### config.mk
export PLATFORM = sky130hd
export DESIGN_NAME = spdp_data_path
export DESIGN_NICKNAME = d
export VERILOG_FILES = /design/src/hw/spdp_pkg.sv /design/src/hw/spdp_rate_gen.sv /design/src/hw/spdp_data_path.sv
export VERILOG_INCLUDE_DIRS = /design/src /design/src/hw
export SDC_FILE = /design/constraint.sdc
export NUM_CORES = 1
export LEC_CHECK = 0
export ABC_CLOCK_PERIOD_IN_PS = 5500
export BUFFER_PORTS_ARGS = -buffer_cell sky130_fd_sc_hd__buf_2
export CAP_MARGIN = 20
export CORE_UTILIZATION = 57
export CTS_CLUSTER_DIAMETER = 120
export CTS_CLUSTER_SIZE = 40
export DETAILED_ROUTE_END_ITERATION = 8
export PLACE_DENSITY = 0.85
export SLEW_MARGIN = 15
export SYNTH_ARGS = -nofsm -noshare
export SYNTH_HDL_FRONTEND = slang
export SYNTH_SLANG_ARGS = --single-unit
### constraint.sdc
create_clock -name pclk -period 5.5 [get_ports pclk]
set_clock_uncertainty 0.15 [all_clocks]
set_input_delay 0.275 -clock pclk [delete_from_list [all_inputs] [get_ports pclk]]
set_output_delay 0.275 -clock pclk [all_outputs]
set_load 0.05 [all_outputs]
### src/hw/spdp_map.svh
// Register indices, field positions, reset values and counts of the serial data path.
// Assumes byte address = 4 * index on a 32-bit APB; data sits in the low byte.
`ifndef SPDP_MAP_SVH
`define SPDP_MAP_SVH

// ----------------------------------------------------------------
// Register indices
// ----------------------------------------------------------------
`define SPDP_IDX_CTL 16'h7041
`define SPDP_IDX_STS 16'h7042
`define SPDP_IDX_DIV 16'h7044
`define SPDP_IDX_EMU 16'h7046
`define SPDP_IDX_BUF 16'h7047
`define SPDP_IDX_DAT 16'h7049
`define SPDP_IDX_PC1 16'h704d
`define SPDP_IDX_PC2 16'h704e

// ----------------------------------------------------------------
// Field positions
// ----------------------------------------------------------------
`define SPDP_STS_DONE    6
`define SPDP_PC_HI_DIN   7
`define SPDP_PC_HI_LSB   4
`define SPDP_PC_LO_DIN   3
`define SPDP_PC_LO_FUNC  1
`define SPDP_PC_LO_DIR   0

// ----------------------------------------------------------------
// Reset values and counts
// ----------------------------------------------------------------
`define SPDP_CTL_RESET      3'h0
`define SPDP_PIN_CFG_RESET  3'h0
`define SPDP_DATA_RESET     8'h00
`define SPDP_DIV_RESET      7'h00
`define SPDP_DIV_MIN        7'h03
`define SPDP_SLOW_PERIOD_M1 7'h03
`define SPDP_CHAR_BITS      8

`endif

### src/hw/spdp_pkg.sv
// Types shared by the serial data path modules.
// Assumes the constants come from spdp_map.svh.
package spdp_pkg;

    // Writable part of one pin's control nibble
    typedef struct packed {
        logic dout;
        logic func;
        logic dir;
    } spdp_pin_cfg_t;

    // One bit per serial pin; clk is bit 0
    typedef struct packed {
        logic somi;
        logic simo;
        logic ste;
        logic clk;
    } spdp_pins_t;

    typedef struct packed {
        logic master;
        logic talk;
        logic irq_en;
    } spdp_ctl_t;

    typedef enum logic [1:0] {
        SPDP_IDLE  = 2'b01,
        SPDP_SHIFT = 2'b10
    } spdp_state_t;

endpackage

### src/hw/spdp_rate_gen.sv
// Master serial clock generator: one bit period per divider setting.
// Assumes run is held for whole bit periods and dropped only after a fall event.
`timescale 1ns/1ns
`include "spdp_map.svh"

module spdp_rate_gen #(
    parameter int DIV_W = 7
) (
    input  wire logic             pclk,
    input  wire logic             presetn,
    input  wire logic             run,
    input  wire logic [DIV_W-1:0] divider,
    output logic                  sclk,
    output logic                  rise_evt,
    output logic                  fall_evt
);

    generate
        if (DIV_W < 3 || DIV_W > 7) begin : g_bad_width
            $error("spdp_rate_gen: DIV_W must lie in 3..7");
        end
    endgenerate

    logic [DIV_W-1:0] cnt;
    logic [DIV_W-1:0] next_cnt;
    logic [DIV_W-1:0] period_m1;
    logic [DIV_W-1:0] low_len;
    logic [DIV_W:0]   low_sum;

    // ----------------------------------------------------------------
    // Period selection
    // ----------------------------------------------------------------
    // period of divider plus one, four clocks for divider 0..2
    assign period_m1 = (divider < DIV_W'(`SPDP_DIV_MIN)) ?
                       DIV_W'(`SPDP_SLOW_PERIOD_M1) : divider;
    // Low half takes the odd cycle
    assign low_sum  = ({1'b0, period_m1} + (DIV_W+1)'(2)) >> 1;
    assign low_len  = low_sum[DIV_W-1:0];
    assign fall_evt = run && (cnt == period_m1);
    assign next_cnt = (!run || fall_evt) ? '0 : cnt + 1'b1;
    assign rise_evt = run && (next_cnt == low_len);

    always_ff @(posedge pclk or negedge presetn) begin
        if (!presetn) begin
            cnt  <= '0;
            sclk <= 1'b0;
        end else begin
            cnt  <= next_cnt;
            sclk <= run && (next_cnt >= low_len);
        end
    end

    // ----------------------------------------------------------------
    // Checks
    // ----------------------------------------------------------------
    logic [DIV_W-1:0] gap;
    logic [DIV_W-1:0] div_q;
    logic             seen;

    always_ff @(posedge pclk or negedge presetn) begin
        if (!presetn) begin
            gap   <= '0;
            seen  <= 1'b0;
            div_q <= '0;
        end else begin
            div_q <= divider;
            if (!run || divider != div_q) begin
                seen <= 1'b0;
                gap  <= '0;
            end else if (fall_evt) begin
                seen <= 1'b1;
                gap  <= '0;
            end else begin
                gap <= gap + 1'b1;
            end
        end
    end
endmodule

### src/hw/spdp_data_path.sv
// Serial port data path and pin control behind an APB register slave.
// Assumes one clock pclk; pins arrive asynchronously and are synchronised here.
//
// Notes on behaviour
// - master bit rate is clock over divider+1
// - divider 0..2 gives quarter clock rate
// - finished character copied to both buffers, flag set
// - reading receive buffer clears done flag
// - mirror buffer read leaves flag alone
// - bits enter MSB first, result right-justified
// - MSB sent each bit, LSB takes input
// - master write to shift register starts transfer
// - data driven out only with talk set
// - data-in bits show live pin, read-only
// - clock pin function, direction, data-out control
// - master-out pin function and I/O control
// - master-in pin function and I/O control
// - slave select function makes pin input only
// - master role: select pin always general I/O
// - shift logic clocked even with master-in as I/O
// - done flag at last bit, requests interrupt
// - role bit 0 slave, 1 master, reset slave
// - slave ignores divider; remote clock max eighth
//
// Register access over APB was left to the implementer.
`timescale 1ns/1ns
`include "spdp_map.svh"

module spdp_data_path #(
    parameter int CHAR_BITS = `SPDP_CHAR_BITS,
    parameter int DIV_W     = 7
) (
    input  wire logic                 pclk,
    input  wire logic                 presetn,
    input  wire logic                 psel,
    input  wire logic                 penable,
    input  wire logic                 pwrite,
    input  wire logic [17:0]          paddr,
    input  wire logic [31:0]          pwdata,
    output logic      [31:0]          prdata,
    output logic                      pready,
    output logic                      pslverr,
    input  wire spdp_pkg::spdp_pins_t pin_in,
    output spdp_pkg::spdp_pins_t      pin_out,
    output spdp_pkg::spdp_pins_t      pin_oe,
    output logic                      transfer_irq
);

    generate
        if (CHAR_BITS < 1 || CHAR_BITS > 8 || DIV_W < 3 || DIV_W > 7) begin : g_bad_param
            $error("spdp_data_path: CHAR_BITS must be 1..8 and DIV_W 3..7");
        end
    endgenerate

    // ----------------------------------------------------------------
    // Pin synchronisers
    // ----------------------------------------------------------------
    logic [3:0]           sync1;
    logic [3:0]           sync2;
    logic                 clk_d;
    spdp_pkg::spdp_pins_t pin_lvl;

    genvar gi;
    generate
        for (gi = 0; gi < 4; gi++) begin : g_sync
            always_ff @(posedge pclk or negedge presetn) begin
                if (!presetn) begin
                    sync1[gi] <= 1'b0;
                    sync2[gi] <= 1'b0;
                end else begin
                    sync1[gi] <= pin_in[gi];
                    sync2[gi] <= sync1[gi];
                end
            end
        end
    endgenerate

    assign pin_lvl = sync2;

    // ----------------------------------------------------------------
    // APB decode
    // ----------------------------------------------------------------
    wire        setup   = psel & ~penable;
    wire        access  = psel & penable;
    wire        wr      = access & pwrite;
    wire        rd      = access & ~pwrite;
    wire        addr_ok = (paddr[1:0] == 2'b00);
    wire [15:0] idx     = paddr[17:2];
    wire        hit_ctl = addr_ok && (idx == `SPDP_IDX_CTL);
    wire        hit_sts = addr_ok && (idx == `SPDP_IDX_STS);
    wire        hit_div = addr_ok && (idx == `SPDP_IDX_DIV);
    wire        hit_emu = addr_ok && (idx == `SPDP_IDX_EMU);
    wire        hit_buf = addr_ok && (idx == `SPDP_IDX_BUF);
    wire        hit_dat = addr_ok && (idx == `SPDP_IDX_DAT);
    wire        hit_pc1 = addr_ok && (idx == `SPDP_IDX_PC1);
    wire        hit_pc2 = addr_ok && (idx == `SPDP_IDX_PC2);
    wire        hit_any = hit_ctl | hit_sts | hit_div | hit_emu | hit_buf
                        | hit_dat | hit_pc1 | hit_pc2;

    // Zero wait states; unmapped words answer with an error
    assign pready  = 1'b1;
    assign pslverr = access & ~hit_any;

    // ----------------------------------------------------------------
    // Registers
    // ----------------------------------------------------------------
    spdp_pkg::spdp_ctl_t     ctl;
    spdp_pkg::spdp_pin_cfg_t ste_cfg;
    spdp_pkg::spdp_pin_cfg_t clk_cfg;
    spdp_pkg::spdp_pin_cfg_t simo_cfg;
    spdp_pkg::spdp_pin_cfg_t somi_cfg;
    spdp_pkg::spdp_state_t   state;
    spdp_pkg::spdp_state_t   next_state;
    logic [DIV_W-1:0]        div;
    logic [7:0]              sh;
    logic [7:0]              next_sh;
    logic [7:0]              rx_buf;
    logic [7:0]              rx_emu;
    logic [3:0]              bitcnt;
    logic                    done;
    logic                    sample;

    wire rd_buf = rd & hit_buf;
    wire wr_dat = wr & hit_dat;

    // reset makes every pin general input
    always_ff @(posedge pclk or negedge presetn) begin
        if (!presetn) begin
            ctl      <= `SPDP_CTL_RESET;
            div      <= DIV_W'(`SPDP_DIV_RESET);
            ste_cfg  <= `SPDP_PIN_CFG_RESET;
            clk_cfg  <= `SPDP_PIN_CFG_RESET;
            simo_cfg <= `SPDP_PIN_CFG_RESET;
            somi_cfg <= `SPDP_PIN_CFG_RESET;
        end else if (wr) begin
            if (hit_ctl) ctl <= pwdata[2:0];
            if (hit_div) div <= pwdata[DIV_W-1:0];
            if (hit_pc1) begin
                ste_cfg <= pwdata[`SPDP_PC_HI_LSB +: 3];
                clk_cfg <= pwdata[2:0];
            end
            if (hit_pc2) begin
                simo_cfg <= pwdata[`SPDP_PC_HI_LSB +: 3];
                somi_cfg <= pwdata[2:0];
            end
        end
    end

    // ----------------------------------------------------------------
    // Read mux
    // ----------------------------------------------------------------
    // data-in bits are live pin levels
    wire [7:0] rd_pc1 = {pin_lvl.ste, ste_cfg, pin_lvl.clk, clk_cfg};
    wire [7:0] rd_pc2 = {pin_lvl.simo, simo_cfg, pin_lvl.somi, somi_cfg};
    wire [7:0] rd_sts = {1'b0, done, 6'h00};
    wire [7:0] rd_mux = ({8{hit_ctl}} & {5'h00, ctl})
                      | ({8{hit_sts}} & rd_sts)
                      | ({8{hit_div}} & 8'(div))
                      | ({8{hit_emu}} & rx_emu)
                      | ({8{hit_buf}} & rx_buf)
                      | ({8{hit_dat}} & sh)
                      | ({8{hit_pc1}} & rd_pc1)
                      | ({8{hit_pc2}} & rd_pc2);

    // Captured in setup so the data stands through the access cycle
    always_ff @(posedge pclk or negedge presetn) begin
        if (!presetn) begin
            prdata <= 32'h0000_0000;
        end else if (setup) begin
            prdata <= {24'h00_0000, rd_mux};
        end
    end

    // ----------------------------------------------------------------
    // Serial clocking
    // ----------------------------------------------------------------
    wire master  = ctl.master;
    wire in_shift = (state == spdp_pkg::SPDP_SHIFT);
    wire run     = master & in_shift;
    logic gen_sclk;
    logic gen_rise;
    logic gen_fall;

    spdp_rate_gen #(
        .DIV_W    (DIV_W)
    ) spdp_rate_gen_inst (
        .pclk     (pclk),
        .presetn  (presetn),
        .run      (run),
        .divider  (div),
        .sclk     (gen_sclk),
        .rise_evt (gen_rise),
        .fall_evt (gen_fall)
    );

    always_ff @(posedge pclk or negedge presetn) begin
        if (!presetn) begin
            clk_d <= 1'b0;
        end else begin
            clk_d <= sync2[0];
        end
    end

    // Remote clock is seen through the synchroniser, hence the rate limit
    wire clk_rise_in = pin_lvl.clk & ~clk_d;
    wire clk_fall_in = ~pin_lvl.clk & clk_d;
    wire sel_active  = ~ste_cfg.func | ~pin_lvl.ste;

    // slave edges come from the pin only
    wire sample_evt = master ? gen_rise : (sel_active & clk_rise_in);
    wire shift_evt  = master ? gen_fall : (sel_active & clk_fall_in);
    // input sampled whatever the pin function
    wire rx_bit     = master ? pin_lvl.somi : pin_lvl.simo;
    // a dummy write is how software receives
    wire start_master = wr_dat & master & ~in_shift;
    wire complete     = in_shift & shift_evt & (bitcnt == 4'(CHAR_BITS - 1));

    // ----------------------------------------------------------------
    // Transfer sequencing
    // ----------------------------------------------------------------
    always_comb begin
        next_state = state;
        case (state)
            spdp_pkg::SPDP_IDLE: begin
                if (start_master || (!master && sample_evt)) begin
                    next_state = spdp_pkg::SPDP_SHIFT;
                end
            end
            spdp_pkg::SPDP_SHIFT: begin
                if (complete || (!master && !sel_active)) begin
                    next_state = spdp_pkg::SPDP_IDLE;
                end
            end
            default: next_state = spdp_pkg::SPDP_IDLE;
        endcase
    end

    // Master takes the line at the fall: two sync stages late, it shows the level at the rise.
    // Sampling at the rise would miss the new bit at a four-clock period.
    wire rx_in = master ? pin_lvl.somi : sample;

    // new bit enters at the LSB
    assign next_sh = {sh[6:0], rx_in};

    always_ff @(posedge pclk or negedge presetn) begin
        if (!presetn) begin
            state  <= spdp_pkg::SPDP_IDLE;
            bitcnt <= 4'h0;
            sample <= 1'b0;
        end else begin
            state <= next_state;
            if (sample_evt) sample <= rx_bit;
            if (!in_shift) bitcnt <= 4'h0;
            else if (shift_evt) bitcnt <= bitcnt + 4'h1;
        end
    end

    // Writes during a character are dropped to keep it intact
    // shift MSB out, input in at LSB
    always_ff @(posedge pclk or negedge presetn) begin
        if (!presetn) begin
            sh <= `SPDP_DATA_RESET;
        end else if (wr_dat && !in_shift) begin
            sh <= pwdata[7:0];
        end else if (in_shift && shift_evt) begin
            sh <= next_sh;
        end
    end

    // copy to both buffers with the flag
    // buffer read clears, a new character wins
    // flag set at the last bit
    always_ff @(posedge pclk or negedge presetn) begin
        if (!presetn) begin
            rx_buf <= `SPDP_DATA_RESET;
            rx_emu <= `SPDP_DATA_RESET;
            done   <= 1'b0;
        end else begin
            if (complete) begin
                rx_buf <= next_sh;
                rx_emu <= next_sh;
            end
            done <= complete | (done & ~rd_buf);
        end
    end

    assign transfer_irq = done & ctl.irq_en;

    // ----------------------------------------------------------------
    // Pin control
    // ----------------------------------------------------------------
    // clock pin function and I/O
    assign pin_out.clk = clk_cfg.func ? gen_sclk : clk_cfg.dout;
    assign pin_oe.clk  = clk_cfg.func ? master : clk_cfg.dir;
    // serial data driven only with talk
    assign pin_out.simo = simo_cfg.func ? sh[7] : simo_cfg.dout;
    assign pin_oe.simo  = simo_cfg.func ? (master & ctl.talk) : simo_cfg.dir;
    assign pin_out.somi = somi_cfg.func ? sh[7] : somi_cfg.dout;
    assign pin_oe.somi  = somi_cfg.func ? (~master & ctl.talk & sel_active) : somi_cfg.dir;
    // master role keeps select as I/O
    assign pin_out.ste = ste_cfg.dout;
    assign pin_oe.ste  = (master | ~ste_cfg.func) & ste_cfg.dir;
endmodule

==> results.py, run 1 <==
metrics = {
    "clock_tree": {
        "ctsRootBufferMaster": "clkbuf_8",
        "cts_setup_buffers": 0,
        "numCtsBuffers": 9,
        "cts_tree": "done",
        "htreeDepth": 3,
        "ctsHoldBuffers": 4,
        "deepest_clock_path_buffer_count": 2,
        "cts_repair_resize_count": 0,
        "clk_pin_slew_worst_paths_ns": 0.07,
        "clock-sinks": 71,
        "clock_latency_ns": 0.36,
    },
    "synth": {
        "yosysTopAreaCellShare": 0.449,
        "yosysSeqAreaShare": 0.455,
        "post_synth_main_area_contributors": "dfrtp_1 45%, mux2_2 12%, buf_4 5.0%, ha_1 3.2%, mux2_4 2.7%",
        "synth_edf_count": 0,
        "post_synth_inst_count": 356,
        "synth.cell_area_mm2": 0.00390,
        "synth_top_flop_cell": "dfrtp_1",
        "synth.distinct_cells": 59,
        "synth_top_family_by_area": "simple AND/OR/NAND/NOR gates",
        "synth.largest_area_cell": "dfrtp_1",
        "ys_seq_elements": 71,
        "async_reset_ff_frac": 1.00,
        "fraction_of_the_mapped_netlist_area_in_simple_logic_gates": 0.147,
        "synth_compound_area_frac": 0.108,
        "synthesis.yosys.warnings": 0,
        "synth_adder_area_share": 0.0321,
        "synth_mux_area_frac": 0.145,
        "synth.avg_cell_area_um2": 11.0,
        "synth_xor_xnor_area_share": 0.0359,
    },
    "status": {
        "status": "complete, but fails checks",
        "violations_in_the_final_reports": "design-rule violations, negative hold slack",
    },
    "detailed_routing": {
        "drtIter0Drc": 292,
        "drc_errors": 9,
        "ant_nets_after_route": 0,
        "drt_wl_total_um": 8940,
        "detailedRoute.firstPassIterationCount": 8,
        "detail_routed_via_count_per_cell": 6.17,
        "detail_route.wl_per_cell_um": 18.1,
        "detailroute.via_count": 3041,
    },
    "global_route": {
        "grt_start_max_net_pins": 72,
        "grtUsageTotal": 0.261,
        "grt_pass1_wl_um": 14000,
        "first_global_vias": 2787,
        "grt_overflow": 0,
        "antenna_violations_before_repair": 0,
    },
    "timing": {
        "max_transition_margin": 0.270,
        "tightest_slew_ns": 1.09,
        "finalHoldViolCount": 29,
        "fin_hold_ws_ns": -0.0476,
        "final.setup.worst_slack_ns": 1.96,
        "timing.final.max_slew_violations": 0,
        "setup-violations-final": 0,
        "setup_repair_after_global_routing_missed_its_margin": "no",
        "fin_crit_sh": 0.643,
        "post-route-min-period_ns": 3.54,
        "final.setup.tns_ns": 0,
        "fmaxAchievable_ghz": 0.283,
    },
    "setup_path": {
        "critical_path.endpoint_type": "flip-flop",
        "largest_fanout_on_the_critical_path": 8,
        "worst-endpoint-arrival_ns": 3.67,
        "worst_setup_path_start_kind": "flip-flop",
        "cp.required_ns": 5.63,
        "timing.setup.critical_path_class": "flip-flop to flip-flop",
    },
    "floorplanning": {
        "die_area_mm2": 0.00718,
        "start_util": 0.601,
        "chipWidth_um": 84.8,
        "num_rows": 29,
        "core_region_area_mm2": 0.00649,
        "io_pins": 102,
        "die-height_um": 84.8,
    },
    "final_layout": {
        "area_growth_pct": 11.3,
        "antenna_cells_inserted": 0,
        "final_layout_size_suffix_gt1_frac": 0.305,
        "fin_nets": 481,
        "fillerInstances": 512,
    },
    "place": {
        "pre_cts_ws_ns": 2.01,
        "routabilityCongestion": 0.888,
        "post-dp-hpwl_um": 6270,
        "placement.io_buffers": 52,
    },
    "worst_hold_path": {
        "hold_path.class": "primary input to async pin",
    },
    "power_and_ir_drop": {
        "power.ir.vdd_worst_mv": 0.231,
        "leakage_nw": 2.06,
        "powerDensity_mw_per_mm2": 266,
    },
    "run": {
        "maxCapViolCount": 0,
    },
}
## sequential cells by signal, indices dropped and copies added (netlist names), 3 cells and up
register                cells
bitcnt                      4
sh                          8
rx_emu                      8
clk_cfg                     3
div                         7
rd_pc2                      6
sync1                       4
spdp_rate_gen_inst.cnt      7
pin_lvl                     4
prdata                      8
## where the power goes
part | switching (mW) | internal (mW)
logic | 0.108 | 0.0610
clock network | 0.193 | 0.198
registers | 0.0377 | 0.560
## worst max-delay path, stage by stage (launching register included)
cell and delay [ns]:
dfrtp_1 0.50, or4_4 0.56, a2bb2oi_1 0.14, o22a_1 0.24
or2_1 0.26, nand3_1 0.27, nor2_1 0.13, ha_1 0.35
and4_1 0.20, nand4_1 0.18, o21ai_0 0.28, nor2_1 0.06
a31oi_1 0.13
## stage by stage
step / hold WS, ns / cell area [um2] / util / power, mW / std cells
after floorplan: -0.171 / 3990 / - / 0.730 / 379
final: -0.0476 / 4350 / 0.669 / 1.16 / 493
after global placement: 0.184 / 4120 / 0.634 / 0.764 / 474
after detailed placement: 0.186 / 4120 / 0.634 / 0.772 / 474
after global routing: 0.0225 / 4350 / 0.669 / 1.20 / 493
after CTS: 0.00354 / 4340 / 0.668 / 1.16 / 493
## area by class of cell
| type | instances | area (um2) | share of cell area |
|---|---|---|---|
| flip-flops and latches | 71 | 1780 | 0.409 |
| inverters | 9 | 33.8 | 0.00777 |
| repair buffers | 60 | 330 | 0.0760 |
| clock buffers | 13 | 169 | 0.0389 |
| multi-input cells | 261 | 1920 | 0.443 |
| well taps | 77 | 96.3 | 0.0222 |
| clock inverters | 2 | 15.0 | 0.00345 |
## cell usage after synthesis, drive strengths merged (3+ instances only)
cell type,number
dfrtp,70
mux2,47
buf,31
nor2,26
nand2,18
nand3,16
ha,10
o21ai,10
xor2,10
a21oi,9
inv,9
a222oi,7
clkbuf,7
nor4,7
a22oi,6
a31oi,6
nor3,6
xnor2,6
nand2b,4
nand4,4
nor2b,3
o21a,3
## final timing paths
kind	startpoint	endpoint	slack (ns)	cells after the start
max	div[4]$_DFFE_PN0P_	sample$_DFFE_PN0P_	1.96	12
min	presetn	spdp_rate_gen_inst.cnt[2]$_DFF_PN0_	-0.05	2
max reg2reg	div[4]$_DFFE_PN0P_	sample$_DFFE_PN0P_	1.96	12
min reg2reg	sync1[2]$_DFF_PN0_	pin_lvl[2]$_DFF_PN0_	0.20	0
max in group asynchronous	presetn	clk_d$_DFF_PN0_	4.64	2
min in group pclk	pwdata[3]	div[3]$_DFFE_PN0P_	0.02	2
## layout by cell type (no fill, tap or decap), types with 2 or more instances in the layout
cell / count
inv_1: 9
nand4b_1: 2
a21o_1: 2
o21ai_0: 10
clkbuf_8: 12
o21a_1: 3
a22o_1: 2
a31oi_1: 6
nand3b_1: 2
and3_1: 2
nor2_1: 25
or3_1: 2
a22oi_1: 6
nand3_1: 16
a222oi_1: 7
dlygate4sd3_1: 4
nand4_1: 3
and2_1: 2
nor2b_1: 3
and3b_1: 2
a2bb2oi_1: 2
mux2_4: 7
a311oi_1: 2
xnor2_1: 6
xor2_1: 10
nor4_1: 6
ha_1: 10
buf_4: 4
buf_2: 52
dfrtp_1: 70
clkinvlp_4: 2
nor3_1: 4
a21oi_1: 9
nand2_1: 18
mux2_2: 40
conb_1: 25
nor3_2: 2
nand2b_1: 4
## per-layer routing
metal / wire, um / GRT usage
met1: 3770 / 0.337
met3: 694 / 0.0619
met4: 240 / 0.109
met5: 0 / 0
met2: 4230 / 0.423
## cell families (layout without fill, tap and decap cells)
group | Yosys count | after routing
and+or+nand+nor | 105 | 105
DFF | 71 | 71
AOI/OAI and AO/OA | 57 | 57
muxes | 48 | 48
buffers and inverters | 47 | 84
xor gates and xnor gates | 16 | 16
adders and majority gates | 10 | 10
other | 2 | 25
No activity file was read; power rests on OpenSTA's default activity.
==> run 2: changes to the inputs <==
ABC_AREA = 1   (was default)
ABC_CLOCK_PERIOD_IN_PS = 2850   (was 5500)
CORE_UTILIZATION = 49   (was 57)
PLACE_DENSITY = 0.77   (was 0.85)
clock period = 2.85 ns   (was 5.5 ns; I/O delays follow)
==> run 2 against run 1 <==
The run ends with negative hold slack left; count of clock-buffer cells in the layout fell by 3; synthesized area rose by 8.6%; clock power rose by 110%; sequential share of layout area fell by 5.0 points; hold slack improved by 0.044 ns; wire length rose by 19%; die area rose by 26%; design area rose by 14%; fmax rose by 30%; via count rose by 29%; register-to-register slack got worse by 1.8 ns; critical path type unchanged.
==> results.py, run 2 <==
metrics = {
    "status": {
        "status": "complete, but fails checks",
        "violations_in_the_final_reports": "negative hold slack",
    },
    "synth": {
        "async_reset_ff_frac": 1.00,
        "synth.avg_cell_area_um2": 7.72,
        "post_synth_inst_count": 549,
        "synth_top_flop_cell": "dfrtp_1",
        "synth_edf_count": 0,
        "yosysSeqAreaShare": 0.419,
        "ys_seq_elements": 71,
        "synth_most_common_cell": "nand2_1",
        "synth.top_cells.by_count": "149 x nand2_1, 70 x dfrtp_1, 50 x inv_1",
        "synth.cell_area_mm2": 0.00424,
        "yosysTopAreaCellShare": 0.413,
        "synthesis.yosys.warnings": 0,
        "synth.distinct_cells": 41,
        "post_synth_main_area_contributors": "dfrtp_1 41%, nand2_1 13%, buf_4 4.6%, inv_1 4.4%, nor2_1 4.3%",
        "synth.largest_area_cell": "dfrtp_1",
    },
    "detailed_routing": {
        "drtIter0Drc": 347,
        "detailedRoute.firstPassIterationCount": 7,
        "drt_wl_total_um": 10600,
        "detail_route.wl_per_cell_um": 14.5,
        "ant_nets_after_route": 0,
        "detail_routed_via_count_per_cell": 5.33,
        "detailroute.via_count": 3920,
        "drc_errors": 0,
    },
    "floorplanning": {
        "die-height_um": 95.0,
        "io_pins": 102,
        "chipWidth_um": 95.0,
        "num_rows": 33,
        "core_region_area_mm2": 0.00830,
        "die_area_mm2": 0.00903,
        "start_util": 0.511,
    },
    "timing": {
        "post-route-min-period_ns": 2.72,
        "fmaxAchievable_ghz": 0.368,
        "fin_crit_sh": 0.955,
        "fin_hold_ws_ns": -0.00367,
        "max_transition_margin": 0.510,
        "finalHoldViolCount": 1,
        "setup-violations-final": 0,
        "final.setup.tns_ns": 0,
        "timing.final.max_slew_violations": 0,
        "tightest_slew_ns": 0.735,
    },
    "final_layout": {
        "biggestRegsByFlops": "prdata: 8 flops, rx_emu: 8 flops, sh: 8 flops",
        "regArea_mm2": 0.00178,
        "most_frequent_cells_in_the_layout": "145 x nand2_1, 65 x dfrtp_1, 52 x buf_2, 50 x inv_1, 44 x nor2_1",
        "antenna_cells_inserted": 0,
        "area_growth_pct": 17.4,
        "mostFrequentLayoutCell": "nand2_1",
        "fin_nets": 694,
        "fillerInstances": 710,
        "final_layout_size_suffix_gt1_frac": 0.232,
        "multi_input_area_mm2": 0.00211,
    },
    "place": {
        "post-dp-hpwl_um": 7740,
        "placement.io_buffers": 52,
        "routabilityCongestion": 0.891,
    },
    "setup_path": {
        "cp.required_ns": 2.97,
        "largest_fanout_on_the_critical_path": 7,
        "worst-endpoint-arrival_ns": 2.84,
        "worst_setup_path_start_kind": "flip-flop",
        "timing.setup.critical_path_class": "flip-flop to flip-flop",
        "critical_path.endpoint_type": "flip-flop",
    },
    "clock_tree": {
        "clk_pin_slew_worst_paths_ns": 0.07,
        "cts_tree": "done",
        "clock-sinks": 71,
        "ctsRootBufferMaster": "clkbuf_8",
        "clock_latency_ns": 0.36,
        "numCtsBuffers": 9,
        "htreeDepth": 3,
        "deepest_clock_path_buffer_count": 2,
    },
    "global_route": {
        "grt_start_max_net_pins": 42,
        "grt_pass1_wl_um": 16700,
        "grtUsageTotal": 0.247,
        "first_global_vias": 3493,
        "grt_overflow": 0,
        "antenna_violations_before_repair": 0,
    },
    "run": {
        "maxCapViolCount": 0,
    },
    "power_and_ir_drop": {
        "powerDensity_mw_per_mm2": 467,
        "leakage_nw": 2.47,
        "power.ir.vdd_worst_mv": 0.255,
    },
    "worst_hold_path": {
        "hold_path.class": "primary input to flip-flop",
    },
}
==> run 2: cell types whose count changed after synthesis, moves of 9 or more <==
cell / change
nand4_1: +17
inv_1: +41
nand2_1: +131
nor2_2: +10
a21oi_1: +11
nor2_1: +23
mux2_2: -40
o21ai_2: +9
nand3_1: +15
o21ai_0: +19
==> run 2: cell families (layout without fill, tap and decap cells) <==
logic type / Yosys count / after routing / share of synthesized area
other cells: 2 / 25 / 0.00177
buf+inv: 96 / 154 / 0.120
fa+ha+maj: 10 / 10 / 0.0295
xor+xnor: 10 / 10 / 0.0207
compound gates: 72 / 72 / 0.0971
flops: 71 / 71 / 0.419
simple gates: 288 / 288 / 0.312
==> run 2: repair_timing <==
item,in CTS,in global routing
buffers inserted,0,10
cloned,0,0
gates resized for setup,1,20
hold endpoints to repair,39,0
pin swaps,0,13
setup endpoints to repair,1,2
hold buffers,11,0
==> run 2: final timing paths <==
kind	start	to	slack (ns)	cells after the start
min in group asynchronous	presetn	prdata[7]$_DFFE_PN0P_	0.23	2
max in group asynchronous	presetn	div[5]$_DFFE_PN0P_	1.64	3
worst min register to register	sync1[3]$_DFF_PN0_	pin_lvl[3]$_DFF_PN0_	0.20	0
worst min-delay path	pwdata[4]	div[4]$_DFFE_PN0P_	-0.004	3
worst max-delay path	div[2]$_DFFE_PN0P_	sample$_DFFE_PN0P_	0.13	16
worst max register to register	div[2]$_DFFE_PN0P_	sample$_DFFE_PN0P_	0.13	16
==> run 2: where the power goes <==
| group | switching [mW] | total (mW) | internal (mW) |
|---|---|---|---|
| sequential | 0.0656 | 1.13 | 1.07 |
| combinational | 0.260 | 0.363 | 0.104 |
| clock | 0.394 | 0.824 | 0.430 |
==> run 2: layout make-up <==
cell class / instances / area share
Timing Repair Buffer: 81 / 0.107
Inverter: 57 / 0.0430
Clock inverter: 6 / 0.0136
Multi-Input combinational cell: 405 / 0.424
Clock buffer: 10 / 0.0277
Sequential cell: 71 / 0.359
Tap cell: 105 / 0.0264
==> run 2: critical path: stages, from the launching register on <==
cell     delay (ns)
dfrtp_2        0.46
buf_4          0.16
nand2_1        0.05
nand2_1        0.04
nor2_1         0.10
nand3_1        0.09
nor2_2         0.13
nand3_2        0.11
nand2_4        0.13
nor2_2         0.05
ha_1           0.29
nand2_1        0.08
nor2_2         0.10
nand4_1        0.16
o31ai_2        0.31
nor2_1         0.06
a31oi_1        0.16
==> run 2: per-stage QoR <==
step	cell area, um2	util	total power, mW	setup slack [ns]	std cells
6_report	4980	0.600	2.32	0.130	735
5_1_grt	4980	0.600	2.41	-0.0173	735
4_1_cts	4820	0.580	2.34	0.0489	725
3_5_place_dp	4500	0.542	1.50	0.0327	698
3_3_place_gp	4500	0.542	1.49	0.173	698
2_1_floorplan	4330	-	1.41	0.457	572
==> run 2: metal layers <==
metal / vias to the layer above / part of all wire / GRT usage
met3: 32 / 0.067 / 0.0383
met4: 0 / 0.033 / 0.128
met2: 202 / 0.46 / 0.394
met5: - / 0 / 0
li1: 1872 / - / -
met1: 1814 / 0.44 / 0.325
